File: config.mk
export PLATFORM = sky130hd
export DESIGN_NAME = sac_adc_ctrl
export DESIGN_NICKNAME = d
export VERILOG_FILES = /design/src/logic/sac_pkg.sv /design/src/logic/sac_adc_ctrl.sv
export SDC_FILE = /design/constraint.sdc
export NUM_CORES = 1
export LEC_CHECK = 0
export ABC_AREA = 1
export BUFFER_PORTS_ARGS = -buffer_cell sky130_fd_sc_hd__buf_2
export CAP_MARGIN = 20
export CORE_MARGIN = 1
export CORE_UTILIZATION = 53
export DETAILED_ROUTE_END_ITERATION = 12
export PLACE_DENSITY = 0.8
export SLEW_MARGIN = 20
export SYNTH_ARGS = -nofsm -noshare
export SYNTH_HDL_FRONTEND = slang
export SYNTH_SLANG_ARGS = --single-unit
File: constraint.sdc
create_clock -name clock -period 2 [get_ports clock]
set_input_delay 0.2 -clock clock [delete_from_list [all_inputs] [get_ports clock]]
set_output_delay 0.2 -clock clock [all_outputs]
set_load 0.05 [all_outputs]
File: src/logic/sac_pkg.sv
// Package: register map, fields and timing for the SAR converter control
package sac_pkg;

	// ==========================================================
	// Register map (byte addresses; printed 0x1F is no multiple of 4)
	localparam logic [7:0]  CTRL_IDX     = 8'h1F;
	localparam logic [11:0] CTRL_ADDR    = {2'h0, CTRL_IDX, 2'h0};
	localparam logic [11:0] RESULT_ADDR  = 12'h000;
	localparam logic [11:0] PINCFG_ADDR  = 12'h004;
	localparam logic [11:0] IRQ_STAT_ADDR = 12'h008;
	localparam logic [11:0] IRQ_MASK_ADDR = 12'h00C;

	// ==========================================================
	// Control register fields
	localparam int CTRL_CS_HI  = 7;
	localparam int CTRL_CS_LO  = 6;
	localparam int CTRL_CH_HI  = 5;
	localparam int CTRL_CH_LO  = 3;
	localparam int CTRL_GO     = 2;
	localparam int CTRL_ON     = 0;
	localparam logic [7:0] CTRL_WMASK = 8'hFD;
	localparam logic [7:0] CTRL_RESET = 8'h00;

	// Pin configuration register fields
	localparam int PINCFG_VREF = 7;
	localparam logic [7:0] PINCFG_RESET = 8'h00;

	// ==========================================================
	// Clock source encodings
	typedef enum logic [1:0] {
		SAC_CLK_DIV2  = 2'h0,
		SAC_CLK_DIV8  = 2'h1,
		SAC_CLK_DIV32 = 2'h2,
		SAC_CLK_RC    = 2'h3
	} sac_clksel_t;

	localparam logic [4:0] DIV2_TERM  = 5'h00;
	localparam logic [4:0] DIV8_TERM  = 5'h03;
	localparam logic [4:0] DIV32_TERM = 5'h0F;

	// Conversion length in half bit periods: 9.5 periods
	localparam logic [4:0] CONV_HALVES = 5'h13;
	localparam int         RESULT_W    = 8;

	// AXI responses
	localparam logic [1:0] RESP_OKAY   = 2'h0;
	localparam logic [1:0] RESP_SLVERR = 2'h2;

	// Analog front end request / reply
	typedef struct packed {
		logic                sample;
		logic [2:0]          channel;
		logic [RESULT_W-1:0] trial;
		logic                vref_ext;
		logic                power_on;
	} sac_afe_req_t;

endpackage

File: src/logic/sac_adc_ctrl.sv
// SAR converter control: AXI4-Lite registers, clocking and sequencer
`timescale 1ns/1ps

//
// Overview of operation
// - Build 8-bit result by successive approximation
// - Pin config bit picks supply or external reference
// - Only RC clock keeps converting during sleep
// - Bits 7-6 pick clock /2, /8, /32, RC
// - Bits 5-3 pick one of eight inputs
// - Pin config register sets analog or digital pins
// - Result, control, pin config registers exposed
// - Reset clears control; bit 1 reads zero
// - Conversion lasts nine and a half bit periods
// - Go bit starts; hardware clears it when done
// - Power bit cleared shuts converter off
module sac_adc_ctrl
	import sac_pkg::*;
#(
	parameter int ADDR_W = 12
) (
	// Clock and reset
	input  wire logic                 clock,
	input  wire logic                 rst_b,
	// AXI4-Lite write address / data / response
	input  wire logic [ADDR_W-1:0]    s_axi_awaddr,
	input  wire logic                 s_axi_awvalid,
	output logic                      s_axi_awready,
	input  wire logic [31:0]          s_axi_wdata,
	input  wire logic [3:0]           s_axi_wstrb,
	input  wire logic                 s_axi_wvalid,
	output logic                      s_axi_wready,
	output logic [1:0]                s_axi_bresp,
	output logic                      s_axi_bvalid,
	input  wire logic                 s_axi_bready,
	// AXI4-Lite read address / data
	input  wire logic [ADDR_W-1:0]    s_axi_araddr,
	input  wire logic                 s_axi_arvalid,
	output logic                      s_axi_arready,
	output logic [31:0]               s_axi_rdata,
	output logic [1:0]                s_axi_rresp,
	output logic                      s_axi_rvalid,
	input  wire logic                 s_axi_rready,
	// Device state and RC oscillator tick
	input  wire logic                 sleep_mode,
	input  wire logic                 rc_tick,
	// Analog front end
	output sac_afe_req_t              afe_req,
	input  wire logic                 comp_high,
	output logic [7:0]                analog_pin_cfg,
	// Interrupt
	output logic                      converter_irq
);

	typedef enum {SAC_IDLE, SAC_SAMPLE, SAC_BITS, SAC_TAIL} sac_state_t;

	// ==========================================================
	// Registers
	logic [7:0]          converter_control_r;
	logic [7:0]          pin_config_control_r;
	logic [RESULT_W-1:0] conversion_result_r;
	logic                stat_r;
	logic                mask_r;
	logic                done_r;
	sac_state_t          state_r;
	logic [4:0]          div_r;
	logic [4:0]          halves_r;
	logic [RESULT_W-1:0] sar_r;
	logic [2:0]          bit_r;
	logic                tick_half;

	// Bus handshake
	logic                aw_got_r;
	logic                w_got_r;
	logic [ADDR_W-1:0]   awaddr_r;
	logic [31:0]         wdata_r;
	logic [3:0]          wstrb_r;

	function automatic logic addr_known(input logic [ADDR_W-1:0] a);
		return a == ADDR_W'(CTRL_ADDR) || a == ADDR_W'(RESULT_ADDR) ||
			a == ADDR_W'(PINCFG_ADDR) || a == ADDR_W'(IRQ_STAT_ADDR) ||
			a == ADDR_W'(IRQ_MASK_ADDR);
	endfunction

	// Trial word at start: top bit set, the rest clear
	localparam logic [RESULT_W-1:0] SAR_FIRST = {1'b1, {(RESULT_W-1){1'b0}}};
	localparam logic [2:0]          BIT_TOP   = 3'(RESULT_W - 1);

	logic do_write;
	logic do_read;
	logic go_set;
	logic conv_on;
	logic wr_ctrl;
	logic rd_stat;
	assign do_write = aw_got_r && w_got_r && !s_axi_bvalid;
	assign do_read  = s_axi_arvalid && s_axi_arready;
	assign conv_on  = converter_control_r[CTRL_ON];
	// Decode shared by the start request and the control write
	assign wr_ctrl  = do_write && wstrb_r[0] &&
		awaddr_r == ADDR_W'(CTRL_ADDR);
	assign rd_stat  = do_read && s_axi_araddr == ADDR_W'(IRQ_STAT_ADDR);
	// Power must already be on: a go in the enabling write is refused
	assign go_set   = wr_ctrl && wdata_r[CTRL_GO] && conv_on;

	// ==========================================================
	// Write channel capture, either order
	always_ff @(posedge clock or negedge rst_b) begin
		if (!rst_b) begin
			aw_got_r      <= 1'b0;
			w_got_r       <= 1'b0;
			awaddr_r      <= '0;
			wdata_r       <= 32'h0000_0000;
			wstrb_r       <= 4'h0;
			s_axi_awready <= 1'b0;
			s_axi_wready  <= 1'b0;
			s_axi_bvalid  <= 1'b0;
			s_axi_bresp   <= RESP_OKAY;
		end else begin
			s_axi_awready <= !aw_got_r && !s_axi_awready && !s_axi_bvalid;
			s_axi_wready  <= !w_got_r && !s_axi_wready && !s_axi_bvalid;
			if (s_axi_awvalid && s_axi_awready) begin
				aw_got_r <= 1'b1;
				awaddr_r <= s_axi_awaddr;
			end
			if (s_axi_wvalid && s_axi_wready) begin
				w_got_r <= 1'b1;
				wdata_r <= s_axi_wdata;
				wstrb_r <= s_axi_wstrb;
			end
			if (do_write) begin
				s_axi_bvalid <= 1'b1;
				s_axi_bresp  <= addr_known(awaddr_r) ? RESP_OKAY : RESP_SLVERR;
				aw_got_r     <= 1'b0;
				w_got_r      <= 1'b0;
			end else if (s_axi_bvalid && s_axi_bready) begin
				s_axi_bvalid <= 1'b0;
			end
		end
	end

	// ==========================================================
	// Control and pin configuration registers
	always_ff @(posedge clock or negedge rst_b) begin
		if (!rst_b) begin
			converter_control_r  <= CTRL_RESET;
			pin_config_control_r <= PINCFG_RESET;
			mask_r               <= 1'b0;
		end else begin
			if (do_write && wstrb_r[0]) begin
				if (wr_ctrl) begin
					// Go stays hardware owned; only a start request may set it
					converter_control_r <= (wdata_r[7:0] & CTRL_WMASK &
						~(8'h01 << CTRL_GO)) |
						({7'h00, go_set} << CTRL_GO);
				end else if (awaddr_r == ADDR_W'(PINCFG_ADDR)) begin
					pin_config_control_r <= wdata_r[7:0];
				end else if (awaddr_r == ADDR_W'(IRQ_MASK_ADDR)) begin
					mask_r <= wdata_r[0];
				end
			end
			if (done_r && !go_set) begin
				converter_control_r[CTRL_GO] <= 1'b0;
			end
			if (!conv_on) begin
				converter_control_r[CTRL_GO] <= 1'b0;
			end
		end
	end

	// ==========================================================
	// Read channel
	always_ff @(posedge clock or negedge rst_b) begin
		if (!rst_b) begin
			s_axi_arready <= 1'b0;
			s_axi_rvalid  <= 1'b0;
			s_axi_rdata   <= 32'h0000_0000;
			s_axi_rresp   <= RESP_OKAY;
		end else begin
			s_axi_arready <= !s_axi_arready && !s_axi_rvalid;
			if (do_read) begin
				s_axi_rvalid <= 1'b1;
				s_axi_rresp  <= RESP_OKAY;
				s_axi_rdata  <= 32'h0000_0000;
				if (s_axi_araddr == ADDR_W'(CTRL_ADDR)) begin
					s_axi_rdata[7:0] <= converter_control_r;
				end else if (s_axi_araddr == ADDR_W'(RESULT_ADDR)) begin
					s_axi_rdata[7:0] <= conversion_result_r;
				end else if (s_axi_araddr == ADDR_W'(PINCFG_ADDR)) begin
					s_axi_rdata[7:0] <= pin_config_control_r;
				end else if (s_axi_araddr == ADDR_W'(IRQ_STAT_ADDR)) begin
					s_axi_rdata[0] <= stat_r;
				end else if (s_axi_araddr == ADDR_W'(IRQ_MASK_ADDR)) begin
					s_axi_rdata[0] <= mask_r;
				end else begin
					s_axi_rresp <= RESP_SLVERR;
				end
			end else if (s_axi_rvalid && s_axi_rready) begin
				s_axi_rvalid <= 1'b0;
			end
		end
	end

	// ==========================================================
	// Half bit-period tick; divided sources halt in sleep
	logic [4:0] div_term;
	always_comb begin
		case (sac_clksel_t'(converter_control_r[CTRL_CS_HI:CTRL_CS_LO]))
			SAC_CLK_DIV2:  div_term = DIV2_TERM;
			SAC_CLK_DIV8:  div_term = DIV8_TERM;
			SAC_CLK_DIV32: div_term = DIV32_TERM;
			default:       div_term = DIV2_TERM;
		endcase
	end
	// RC tick passes straight through: the only source alive in sleep
	assign tick_half = (converter_control_r[CTRL_CS_HI:CTRL_CS_LO] ==
		SAC_CLK_RC) ? rc_tick :
		(!sleep_mode && div_r == div_term);

	always_ff @(posedge clock or negedge rst_b) begin
		if (!rst_b) begin
			div_r <= 5'h00;
		end else if (state_r == SAC_IDLE || tick_half || sleep_mode) begin
			div_r <= 5'h00;
		end else begin
			div_r <= div_r + 5'h01;
		end
	end

	// ==========================================================
	// Successive approximation sequencer
	always_ff @(posedge clock or negedge rst_b) begin
		if (!rst_b) begin
			state_r  <= SAC_IDLE;
			halves_r <= 5'h00;
			sar_r    <= 8'h00;
			bit_r    <= 3'h0;
			done_r   <= 1'b0;
		end else begin
			done_r <= 1'b0;
			if (!conv_on) begin
				state_r <= SAC_IDLE;
			end else begin
				case (state_r)
					SAC_IDLE: begin
						if (go_set) begin
							state_r  <= SAC_SAMPLE;
							halves_r <= 5'h00;
							sar_r    <= SAR_FIRST;
							bit_r    <= BIT_TOP;
						end
					end
					SAC_SAMPLE: begin
						if (tick_half) begin
							halves_r <= halves_r + 5'h01;
							state_r  <= SAC_BITS;
						end
					end
					SAC_BITS: begin
						if (tick_half) begin
							halves_r <= halves_r + 5'h01;
							// Decide at the end of each full period
							if (!halves_r[0]) begin
								if (!comp_high) begin
									sar_r[bit_r] <= 1'b0;
								end
								if (bit_r == 3'h0) begin
									state_r <= SAC_TAIL;
								end else begin
									sar_r[bit_r - 3'h1] <= 1'b1;
									bit_r <= bit_r - 3'h1;
								end
							end
						end
					end
					SAC_TAIL: begin
						if (tick_half) begin
							halves_r <= halves_r + 5'h01;
							if (halves_r == CONV_HALVES - 5'h01) begin
								state_r <= SAC_IDLE;
								done_r  <= 1'b1;
							end
						end
					end
					default: state_r <= SAC_IDLE;
				endcase
			end
		end
	end

	// ==========================================================
	// Result register
	always_ff @(posedge clock or negedge rst_b) begin
		if (!rst_b) begin
			conversion_result_r <= 8'h00;
		end else if (done_r) begin
			conversion_result_r <= sar_r;
		end
	end

	// A completion in the clearing read cycle still sets the flag
	always_ff @(posedge clock or negedge rst_b) begin
		if (!rst_b) begin
			stat_r <= 1'b0;
		end else if (done_r) begin
			stat_r <= 1'b1;
		end else if (rd_stat) begin
			stat_r <= 1'b0;
		end
	end

	// Done folded in so the line rises with the status bit
	always_ff @(posedge clock or negedge rst_b) begin
		if (!rst_b) begin
			converter_irq <= 1'b0;
		end else begin
			converter_irq <= (stat_r || done_r) && mask_r;
		end
	end

	// ==========================================================
	// Front end request and pin configuration
	always_ff @(posedge clock or negedge rst_b) begin
		if (!rst_b) begin
			afe_req <= '0;
		end else begin
			// Sampling stops in the same cycle as the power bit
			afe_req.sample   <= state_r == SAC_SAMPLE && conv_on;
			afe_req.channel  <=
				converter_control_r[CTRL_CH_HI:CTRL_CH_LO];
			afe_req.trial    <= sar_r;
			afe_req.vref_ext <= pin_config_control_r[PINCFG_VREF];
			afe_req.power_on <= conv_on;
		end
	end

	always_ff @(posedge clock or negedge rst_b) begin
		if (!rst_b) begin
			analog_pin_cfg <= 8'h00;
		end else begin
			analog_pin_cfg <= pin_config_control_r;
		end
	end

endmodule

# Word level (Yosys, flattened, before mapping)
# Cells that the tools add are included.
# Widths: inputs -> output; s select.
dict set report word_totals {
  in_bits 70
  mem_count 0
  mem_bits_rw 0
  latchBits 0
  romBits 0
  elab_cells 200
  reg_bits 143
}
dict set report classes {
  shift 0
  n_div 0
  reduce_logical 60
  n_mul 0
  bitwise_logic 6
  eq_ne 31
  n_lt_le_gt_ge 4
  n_mux 64
  n_addsub 3
}
# operator n
set ops {}
lappend ops {{$mux 32} 8}
lappend ops {{$pmux 32 s4} 1}
lappend ops {{$eq 32x2->1 const B} 3}
lappend ops {{$mux 8} 11}
lappend ops {{$logic_not 32->1} 2}
lappend ops {{$eq 12x4->1 const B} 4}
lappend ops {{$eq 32x1->1 const B} 1}
lappend ops {{$eq 12x3->1 const B} 2}
lappend ops {{$eq 12x7->1 const B} 2}
lappend ops {{$logic_not 12->1} 2}
lappend ops {{$logic_and 1x1->1} 23}
lappend ops {{$mux 1} 22}
lappend ops {{$ne 3x3->1 const B} 7}
lappend ops {{$mux 3} 6}
lappend ops {{$pmux 8 s2} 1}
lappend ops {{$mux 5} 3}
lappend ops {{$reduce_bool 2->1} 7}
lappend ops {{$mux 2} 6}
lappend ops {{$add 5x1->5 const B} 2}
lappend ops {{$pmux 5 s2} 1}
lappend ops {{$logic_not 1->1} 9}
lappend ops {{$and 8x8->8} 1}
lappend ops {{$lt 3x4->1 const B} 2}
lappend ops {{$ne 2x2->1 const B} 4}
lappend ops {{25 further kinds} 38}

# Logic depth before layout (Yosys ltp)
# Gate-level depths: netlist (run 1).
dict set report logic_depth {
  depth_word 16
  depth_mapped 13
  mapped_depth_nobuf 13
}

# Worst setup path after synthesis (run 1)
# OpenSTA, ideal clock, no wires.
dict set report synth_path {
  kind {flip-flop to flip-flop}
  start {reg s_axi_bvalid}
  end {reg halves_r[3]}
  setup_slack_ns 0.338
  arrival_ns 1.545
  required_ns 1.883
  n_path_buf 0
  setup_time_ns 0.117
  stages_incl_launch_ff 11
  path_cell_list {dfrtp_1 inv_1 nand3_2 nor2_2 nand3_2 nand2_4 nand2_4 nor2_4 inv_1 nand2_1 nand2_1}
}
dict set report synth_between {
  elab_chain_cells 8
}
# item line_no
set synth_lines {}
lappend synth_lines {{start, declared} sac_adc_ctrl.sv:34} ;# output logic s_axi_bvalid,
lappend synth_lines {{start signal, assigned} sac_adc_ctrl.sv:116} ;# s_axi_bvalid <= 1'b0;
lappend synth_lines {{start signal, assigned} sac_adc_ctrl.sv:131} ;# s_axi_bvalid <= 1'b1;
lappend synth_lines {{start signal, assigned} sac_adc_ctrl.sv:136} ;# s_axi_bvalid <= 1'b0;
lappend synth_lines {{$logic_not 1->1} sac_adc_ctrl.sv:95} ;# assign do_write = aw_got_r && w_got_r && !s_axi_bvalid;
lappend synth_lines {{$logic_and 1x1->1} sac_adc_ctrl.sv:95}
lappend synth_lines {{$logic_and 1x1->1 (2 in a row)} sac_adc_ctrl.sv:99} ;# assign wr_ctrl = do_write && wstrb_r[0] &&
lappend synth_lines {{$logic_and 1x1->1 (2 in a row)} sac_adc_ctrl.sv:103} ;# assign go_set = wr_ctrl && wdata_r[CTRL_GO] && conv_on;
lappend synth_lines {{$ne 2x2->1 (no line)} --}
lappend synth_lines {{$reduce_and 4->1 (no line)} --}
lappend synth_lines {{end signal, assigned} sac_adc_ctrl.sv:254} ;# halves_r <= halves_r + 5'h01;
lappend synth_lines {{end signal, assigned} sac_adc_ctrl.sv:260} ;# halves_r <= halves_r + 5'h01;
lappend synth_lines {{end signal, assigned} sac_adc_ctrl.sv:277} ;# halves_r <= halves_r + 5'h01;
lappend synth_lines {{end, declared} sac_adc_ctrl.sv:67} ;# logic [4:0] halves_r;
# Every way passes these cells.
# A chain may end at the register's enable or synchronous reset.

# Worst setup path after layout (run 1)
dict set report layout_path {
  start {reg awaddr_r[1]}
  end {reg sar_r[5]}
}
dict set report layout_between {
  elab_chain_cells 6
}
# item line_no
set layout_lines {}
lappend layout_lines {{start, declared} sac_adc_ctrl.sv:75} ;# logic [ADDR_W-1:0] awaddr_r;
lappend layout_lines {{start signal, assigned} sac_adc_ctrl.sv:123} ;# awaddr_r <= s_axi_awaddr;
lappend layout_lines {{$eq 12x7->1} sac_adc_ctrl.sv:100} ;# awaddr_r == ADDR_W'(CTRL_ADDR);
lappend layout_lines {{$logic_and 1x1->1} sac_adc_ctrl.sv:99}
lappend layout_lines {{$logic_and 1x1->1 (2 in a row)} sac_adc_ctrl.sv:103}
lappend layout_lines {{$ne 2x2->1 (no line)} --}
lappend layout_lines {{$reduce_and 5->1 (no line)} --}
lappend layout_lines {{end signal, assigned} sac_adc_ctrl.sv:235} ;# sar_r <= 8'h00;
lappend layout_lines {{end signal, assigned} sac_adc_ctrl.sv:248} ;# sar_r <= SAR_FIRST;
lappend layout_lines {{end signal, assigned by index} sac_adc_ctrl.sv:264} ;# sar_r[bit_r] <= 1'b0;
lappend layout_lines {{end, declared} sac_adc_ctrl.sv:68} ;# logic [RESULT_W-1:0] sar_r;
# Every way passes these cells.

==> impl_metrics.py, run 1 <==
metrics = {
    "drt": {
        "wire_per_inst_um": 13.4,
        "drt_pre_antenna_iters": 4,
        "wirelength_um": 10600,
        "dr_wl_met3_um": 409,
        "top_layer": "met4",
        "route.layer.met1.wl_um": 4680,
        "drc_errors": 0,
        "dr_total_vias": 3995,
        "vias_per_cell": 5.02,
        "wl_met2_um": 5400,
        "postRouteAntennaNets": 0,
        "dr.first_iter.drc_count": 189,
    },
    "timing": {
        "fmax_mhz": 549,
        "drv_slew": 0,
        "clock_skew_ns": 0.0116,
        "rsz0062_at_grt": "no",
        "finalCritPeriodShare_pct": 91.0,
        "relSlewSlack_pct": 64.6,
        "finalCriticalPeriod_ns": 1.82,
        "setup_violations": 0,
        "worstMarginPinSlew_ns": 0.530,
        "setup_tns_ns": 0,
        "hold_viol": 0,
    },
    "die": {
        "die_w_um": 99.2,
        "core_um2": 9200,
        "std_cell_rows": 35,
        "num_io_pins": 134,
        "start_util_pct": 54.5,
        "die_h_um": 99.2,
        "dieArea_um2": 9850,
    },
    "cells_and_area": {
        "drive_above_1_share_pct": 18.1,
        "fin_area_um2": 5730,
        "final-seq-area_um2": 2730,
        "area_delta_synth_final_pct": 14.3,
        "layout.nets": 761,
        "multi_input_area_um2": 1900,
        "fillers": 827,
        "n_antenna_cell": 0,
    },
    "yosys": {
        "ys_ff_latch": 109,
        "synth_top_area_share_pct": 54.4,
        "synth.avg_cell_area_um2": 8.53,
        "ys_seq_area_share_pct": 54.4,
        "synthTopCellsByArea": "dfrtp_1 (54%), nand2_1 (14%), o21ai_0 (5.2%)",
        "synth.most_common_cell": "nand2_1",
        "synth_top_area_cell": "dfrtp_1",
        "synthCells": 587,
        "synth_top_flop_cell": "dfrtp_1",
        "synthDistinctLibCells": 33,
        "synth-edff-count": 0,
        "synth_area_um2": 5010,
        "yosys_warnings": 0,
        "synth.top_cells.by_count": "nand2_1 (192), dfrtp_1 (109), inv_1 (58)",
        "async_flop_share_pct": 100,
    },
    "clocking": {
        "cts_buffers": 9,
        "clk_pin_slew_worst_paths_ns": 0.11,
        "cts.path.max_buffers": 2,
        "clk_root_buffer_cell": "clkbuf_8",
        "cts_tree": "built",
        "clock_latency_ns": 0.38,
        "cts_max_level": 3,
        "cts_sinks": 109,
    },
    "grt": {
        "gr-total-overflow": 0,
        "grt_usage_pct": 22.6,
        "grt_pass1_wl_um": 17600,
        "antenna_found_initial": 0,
        "grt_max_degree": 43,
        "grt_pass1_vias": 3958,
    },
    "setup_path": {
        "cp_data_required_time_ns": 2.28,
        "slowest_stage": "dfrtp_1",
        "crit_cells": 10,
        "cp-endpoint": "sar_r[5]",
        "r2r-start": "awaddr_r[1]",
        "path_cells": "nor2_1, nand3_1, nor2_2, nand3_2, nand2_4, nand2_4, nor2_4, inv_2, nand2_1, nand2_1",
        "max_stage_delay_ns": 0.40,
        "worst-path-buf-inv": 1,
        "r2r_setup_slack_ns": 0.18,
        "endpoint_kind": "register",
        "crit_type": "register to register",
        "crit_fanout": 9,
        "r2r_end": "sar_r[5]",
        "arrival_ns": 2.10,
        "crit_start": "awaddr_r[1]",
        "r2r_cells": 10,
        "crit_family": "simple AND/OR/NAND/NOR gates",
        "startpoint_type": "register",
    },
    "placed_design": {
        "dpl_cell_area_um2": 5460,
        "routabilityCongestion": 0.887,
        "port-buffer-count": 80,
        "dp_hpwl_um": 7740,
    },
    "power": {
        "vdd_drop_max_mv": 0.469,
        "p_total_uw": 5070,
        "p_sw_share_pct": 35.2,
        "p_sw_uw": 1790,
        "p_int_uw": 3290,
        "clkPwrFrac_pct": 25.7,
        "p_leak_uw": 0.00312,
        "seq_power_share_pct": 52.9,
        "combPwrFrac_pct": 21.4,
        "power-per-cell-area_nw_per_um2": 886,
    },
    "status": {
        "run_status": "completed",
    },
    "flow_run": {
        "cap_viol_max_count": 0,
    },
    "hold_path": {
        "hold_class": "input pin to register",
    },
}
-- worst reg2reg max path: stages (launching register included) --
cell and delay (ns):
dfrtp_1 0.40, nor2_1 0.16, nand3_1 0.15, nor2_2 0.20, nand3_2 0.13, nand2_4 0.11, nand2_4 0.09, nor2_4 0.22
inv_2 0.12, nand2_1 0.08, nand2_1 0.05
-- how the worst min path moves through the flow --
stage | from | to | cells past startpoint
2_1_floorplan | rst_b | afe_req[0] | 0
3_3_place_gp | rst_b | pin_config_control_r[1] | 1
3_5_place_dp | rst_b | pin_config_control_r[1] | 1
4_1_cts | s_axi_awaddr[1] | awaddr_r[1] | 3
5_1_grt | s_axi_awaddr[9] | awaddr_r[9] | 3
6_report | s_axi_awaddr[1] | awaddr_r[1] | 3
-- through the flow --
stage	utilization, %	std cells	setup slack [ns]	hold slack (ns)
2_1_floorplan	-	612	0.338	-0.0956
3_3_place_gp	59.3	772	0.158	0.168
3_5_place_dp	59.3	772	0.0928	0.178
4_1_cts	61.8	791	0.0756	0.00784
5_1_grt	62.3	796	0.00675	0.0197
6_report	62.3	796	0.179	0.00813
-- power groups by stage --
| stage | logic, uW | clock network [uW] | registers [uW] |
|---|---|---|---|
| 2_1_floorplan | 599 | 0 | 2930 |
| 3_3_place_gp | 1050 | 0 | 2700 |
| 3_5_place_dp | 1090 | 0 | 2720 |
| 4_1_cts | 1090 | 1330 | 2680 |
| 5_1_grt | 1200 | 1400 | 2710 |
| 6_report | 1080 | 1300 | 2680 |
-- kinds of logic after synthesis --
kind of cell               synth area share, %
AOI/OAI and AO/OA                         6.64
adders and majority gates                 2.75
xor gates and xnor gates                  1.05
other                                   0.0749
DFF                                       54.4
and+or+nand+nor                           25.3
buffers and inverters                     9.72
-- cells in the final DEF, fill, tap and decap left out, drive strengths merged --
cell,n
xnor2,2
o21ai,54
clkbuf,10
o21bai,1
a21o,1
xor2,4
o31ai,1
conb,26
and3,1
buf,89
or2,3
dfrtp,109
ha,11
o211ai,2
a21oi,5
dlygate4sd3,3
nor3,6
inv,62
nor2,46
nand4,7
nand3b,1
clkinv,7
nand3,40
nand2,194
-- timing repair --
action / CTS / global route
resized for setup: 0 / 2
hold endpoints to repair: 33 / 0
setup endpoints to repair: 0 / 10
hold buffers: 3 / 0
setup buffers: 0 / 4
-- area by class of cell --
class | count | share of cell area [%]
clock buffers | 10 | 2.40
clock inverters | 6 | 0.983
inverters | 63 | 4.13
multi-input cells | 405 | 33.2
flip-flops and latches | 109 | 47.6
well taps | 111 | 2.43
repair buffers | 92 | 9.18
-- state kept, by name (all words and copies together), names as in the netlist, 7 cells and up --
signal	flops
pin_config_control_r	8
sar_r	8
converter_control_r	7
wdata_r	8
afe_req	14
analog_pin_cfg	7
s_axi_rdata	8
awaddr_r	12
conversion_result_r	8
-- routing by layer --
layer | up-vias | GRT usage (%)
li1 | 1974 | -
met1 | 1893 | 28.4
met2 | 112 | 40.1
met3 | 16 | 3.23
met4 | 0 | 7.81
met5 | - | 0
Power figures use the tool's default switching activity.
==> inputs of run 2 (changes only) <==
Settings changed: BUFFER_PORTS_ARGS -buffer_cell sky130_fd_sc_hd__buf_2 to unset, CORE_UTILIZATION 53 to 63, CTS_CLUSTER_DIAMETER set to 50, DONT_BUFFER_PORTS set to 1, PLACE_DENSITY 0.8 to 0.79.
==> run 2 against run 1 <==
  * The flow now finishes with violations (negative hold slack)
  * Sequential share of layout area is 2.3 points higher
  * Cell count is 8.9% lower
  * Worst hold slack worse by 0.51 ns
  * Die area decreased by 16%
  * Setup slack gained 0.041 ns
  * Via count shrank 5.7%
  * Critical endpoint is now div_r[2]
  * Fmax rose by 2.3%
  * Clock skew rose by 0.0020 ns
  * Critical path type unchanged
==> impl_metrics.py, run 2 (synthesis gave the netlist of run 1 again) <==
metrics = {
    "die": {
        "die_w_um": 91.2,
        "std_cell_rows": 32,
        "num_io_pins": 134,
        "die_h_um": 91.2,
        "dieArea_um2": 8310,
        "start_util_pct": 64.8,
        "core_um2": 7730,
    },
    "setup_path": {
        "worst_path_most_repeated_cell": "nand2_1",
        "crit_fanout": 5,
        "cp_data_required_time_ns": 2.30,
        "worst-path-buf-inv": 3,
        "r2r_cells": 12,
        "crit_cells": 12,
        "slowest_stage": "dfrtp_1",
        "max_stage_delay_ns": 0.38,
        "crit_start": "converter_control_r[6]",
        "startpoint_type": "register",
        "r2r_end": "div_r[2]",
        "endpoint_kind": "register",
        "cp-endpoint": "div_r[2]",
        "r2r-start": "converter_control_r[6]",
        "path_cells": "inv_2, ha_1, inv_1, nand2_1, nand2_1, nor2_1, nand2_2, nand2_1, nor2_2, inv_1, or2_1, nor2_1",
        "r2r_setup_slack_ns": 0.22,
        "crit_family": "simple AND/OR/NAND/NOR gates",
        "arrival_ns": 2.08,
        "crit_type": "register to register",
    },
    "drt": {
        "vias_per_cell": 5.20,
        "wirelength_um": 9570,
        "dr.first_iter.drc_count": 160,
        "drc_errors": 0,
        "wire_per_inst_um": 13.2,
        "dr_total_vias": 3768,
        "postRouteAntennaNets": 0,
        "drt_pre_antenna_iters": 5,
    },
    "clocking": {
        "cts_setup_buffers": 0,
        "cts_buffers": 9,
        "cts_max_level": 3,
        "holdBufCountCts": 23,
        "cts.path.max_buffers": 2,
        "clk_pin_slew_worst_paths_ns": 0.11,
        "cts_tree": "built",
        "cts_sinks": 109,
        "clk_root_buffer_cell": "clkbuf_8",
        "clock_latency_ns": 0.37,
    },
    "timing": {
        "finalCriticalPeriod_ns": 1.78,
        "drv_slew": 0,
        "clock_skew_ns": 0.0136,
        "setup_tns_ns": 0,
        "finalCritPeriodShare_pct": 89.0,
        "setup_violations": 0,
        "fin_hold_ws_ns": -0.498,
        "fmax_mhz": 562,
        "rsz0062_at_grt": "no",
        "hold_viol": 109,
        "worstMarginPinSlew_ns": 0.532,
        "relSlewSlack_pct": 64.4,
    },
    "grt": {
        "gr-usage-met1_pct": 30.9,
        "grt_pass1_wl_um": 16500,
        "grt_max_degree": 110,
        "grt_usage_pct": 25.2,
        "grt.busiest_layer": "met2",
        "grt_pass1_vias": 3659,
        "gr-usage-met2_pct": 43.4,
        "use_met3_pct": 5.61,
        "antenna_found_initial": 0,
        "gr-total-overflow": 0,
    },
    "cells_and_area": {
        "largest_reg_flops": 14,
        "fillers": 577,
        "n_antenna_cell": 0,
        "final_core_util_pct": 70.7,
        "layout_common_cells": "nand2_1 (191), dfrtp_1 (109), inv_1 (57), o21ai_0 (52), nand3_1 (38)",
        "final_common_cell": "nand2_1",
        "area_delta_synth_final_pct": 9.09,
        "final_cells": 725,
        "multi_input_area_um2": 1890,
        "max_flop_register": "afe_req",
        "drive_above_1_share_pct": 6.90,
        "layout.nets": 699,
        "final-seq-area_um2": 2730,
        "reg_top3": "afe_req (14), awaddr_r (12)",
    },
    "power": {
        "p_total_uw": 4960,
        "p_leak_uw": 0.00281,
        "vdd_drop_max_mv": 0.646,
        "power-per-cell-area_nw_per_um2": 908,
    },
    "status": {
        "violations": "negative hold slack",
        "run_status": "complete, but fails checks",
    },
    "placed_design": {
        "dp_hpwl_um": 6720,
        "port-buffer-count": 0,
        "dp_cells": 686,
        "routabilityCongestion": 0.896,
    },
    "flow_run": {
        "cap_viol_max_count": 0,
    },
    "hold_path": {
        "hold_class": "input pin to async pin",
    },
}
==> run 2: what timing repair did <==
item,4_1_cts,5_1_grt
gates resized for setup,0,2
setup endpoints to repair,0,14
endpoints found under the hold margin,132,109
==> run 2: how the worst min path moves through the flow <==
stage	slack (ns)	start	to	cells after the start
after floorplan	-0.1	rst_b	afe_req[0]	0
after global placement	-0.09	rst_b	afe_req[10]	0
after detailed placement	-0.09	rst_b	afe_req[10]	0
after CTS	-0.51	rst_b	afe_req[10]	0
after global routing	-0.52	rst_b	afe_req[10]	0
final	-0.50	rst_b	afe_req[10]	0
==> run 2: area by class of cell <==
class,instances,share of cell area (%)
repair buffers,31,5.31
flip-flops and latches,109,49.9
multi-input cells,404,34.6
clock inverters,7,1.24
clock buffers,9,2.27
inverters,63,4.33
well taps,102,2.34
==> run 2: power by group <==
group          leakage (uW)  internal, uW  switching, uW  total, uW
sequential          0.00146          2500            322       2820
combinational       0.00125           248            618        866
clock             0.0000954           486            791       1280
total               0.00281          3230           1730       4960
==> run 2: through the flow <==
stage                     hold slack [ns]  setup slack [ns]  cell area (um^2)
after floorplan                   -0.0956             0.338              5100
after CTS                          -0.505             0.138              5460
final                              -0.498             0.220              5470
after global routing               -0.519            0.0194              5470
after detailed placement          -0.0934             0.164              5040
after global placement            -0.0934             0.236              5040
==> run 2: per-layer routing <==
layer / up-vias / routed length [um]
met5: - / 0
met4: 0 / 178
met1: 1771 / 4040
li1: 1854 / -
met3: 17 / 570
met2: 126 / 4780
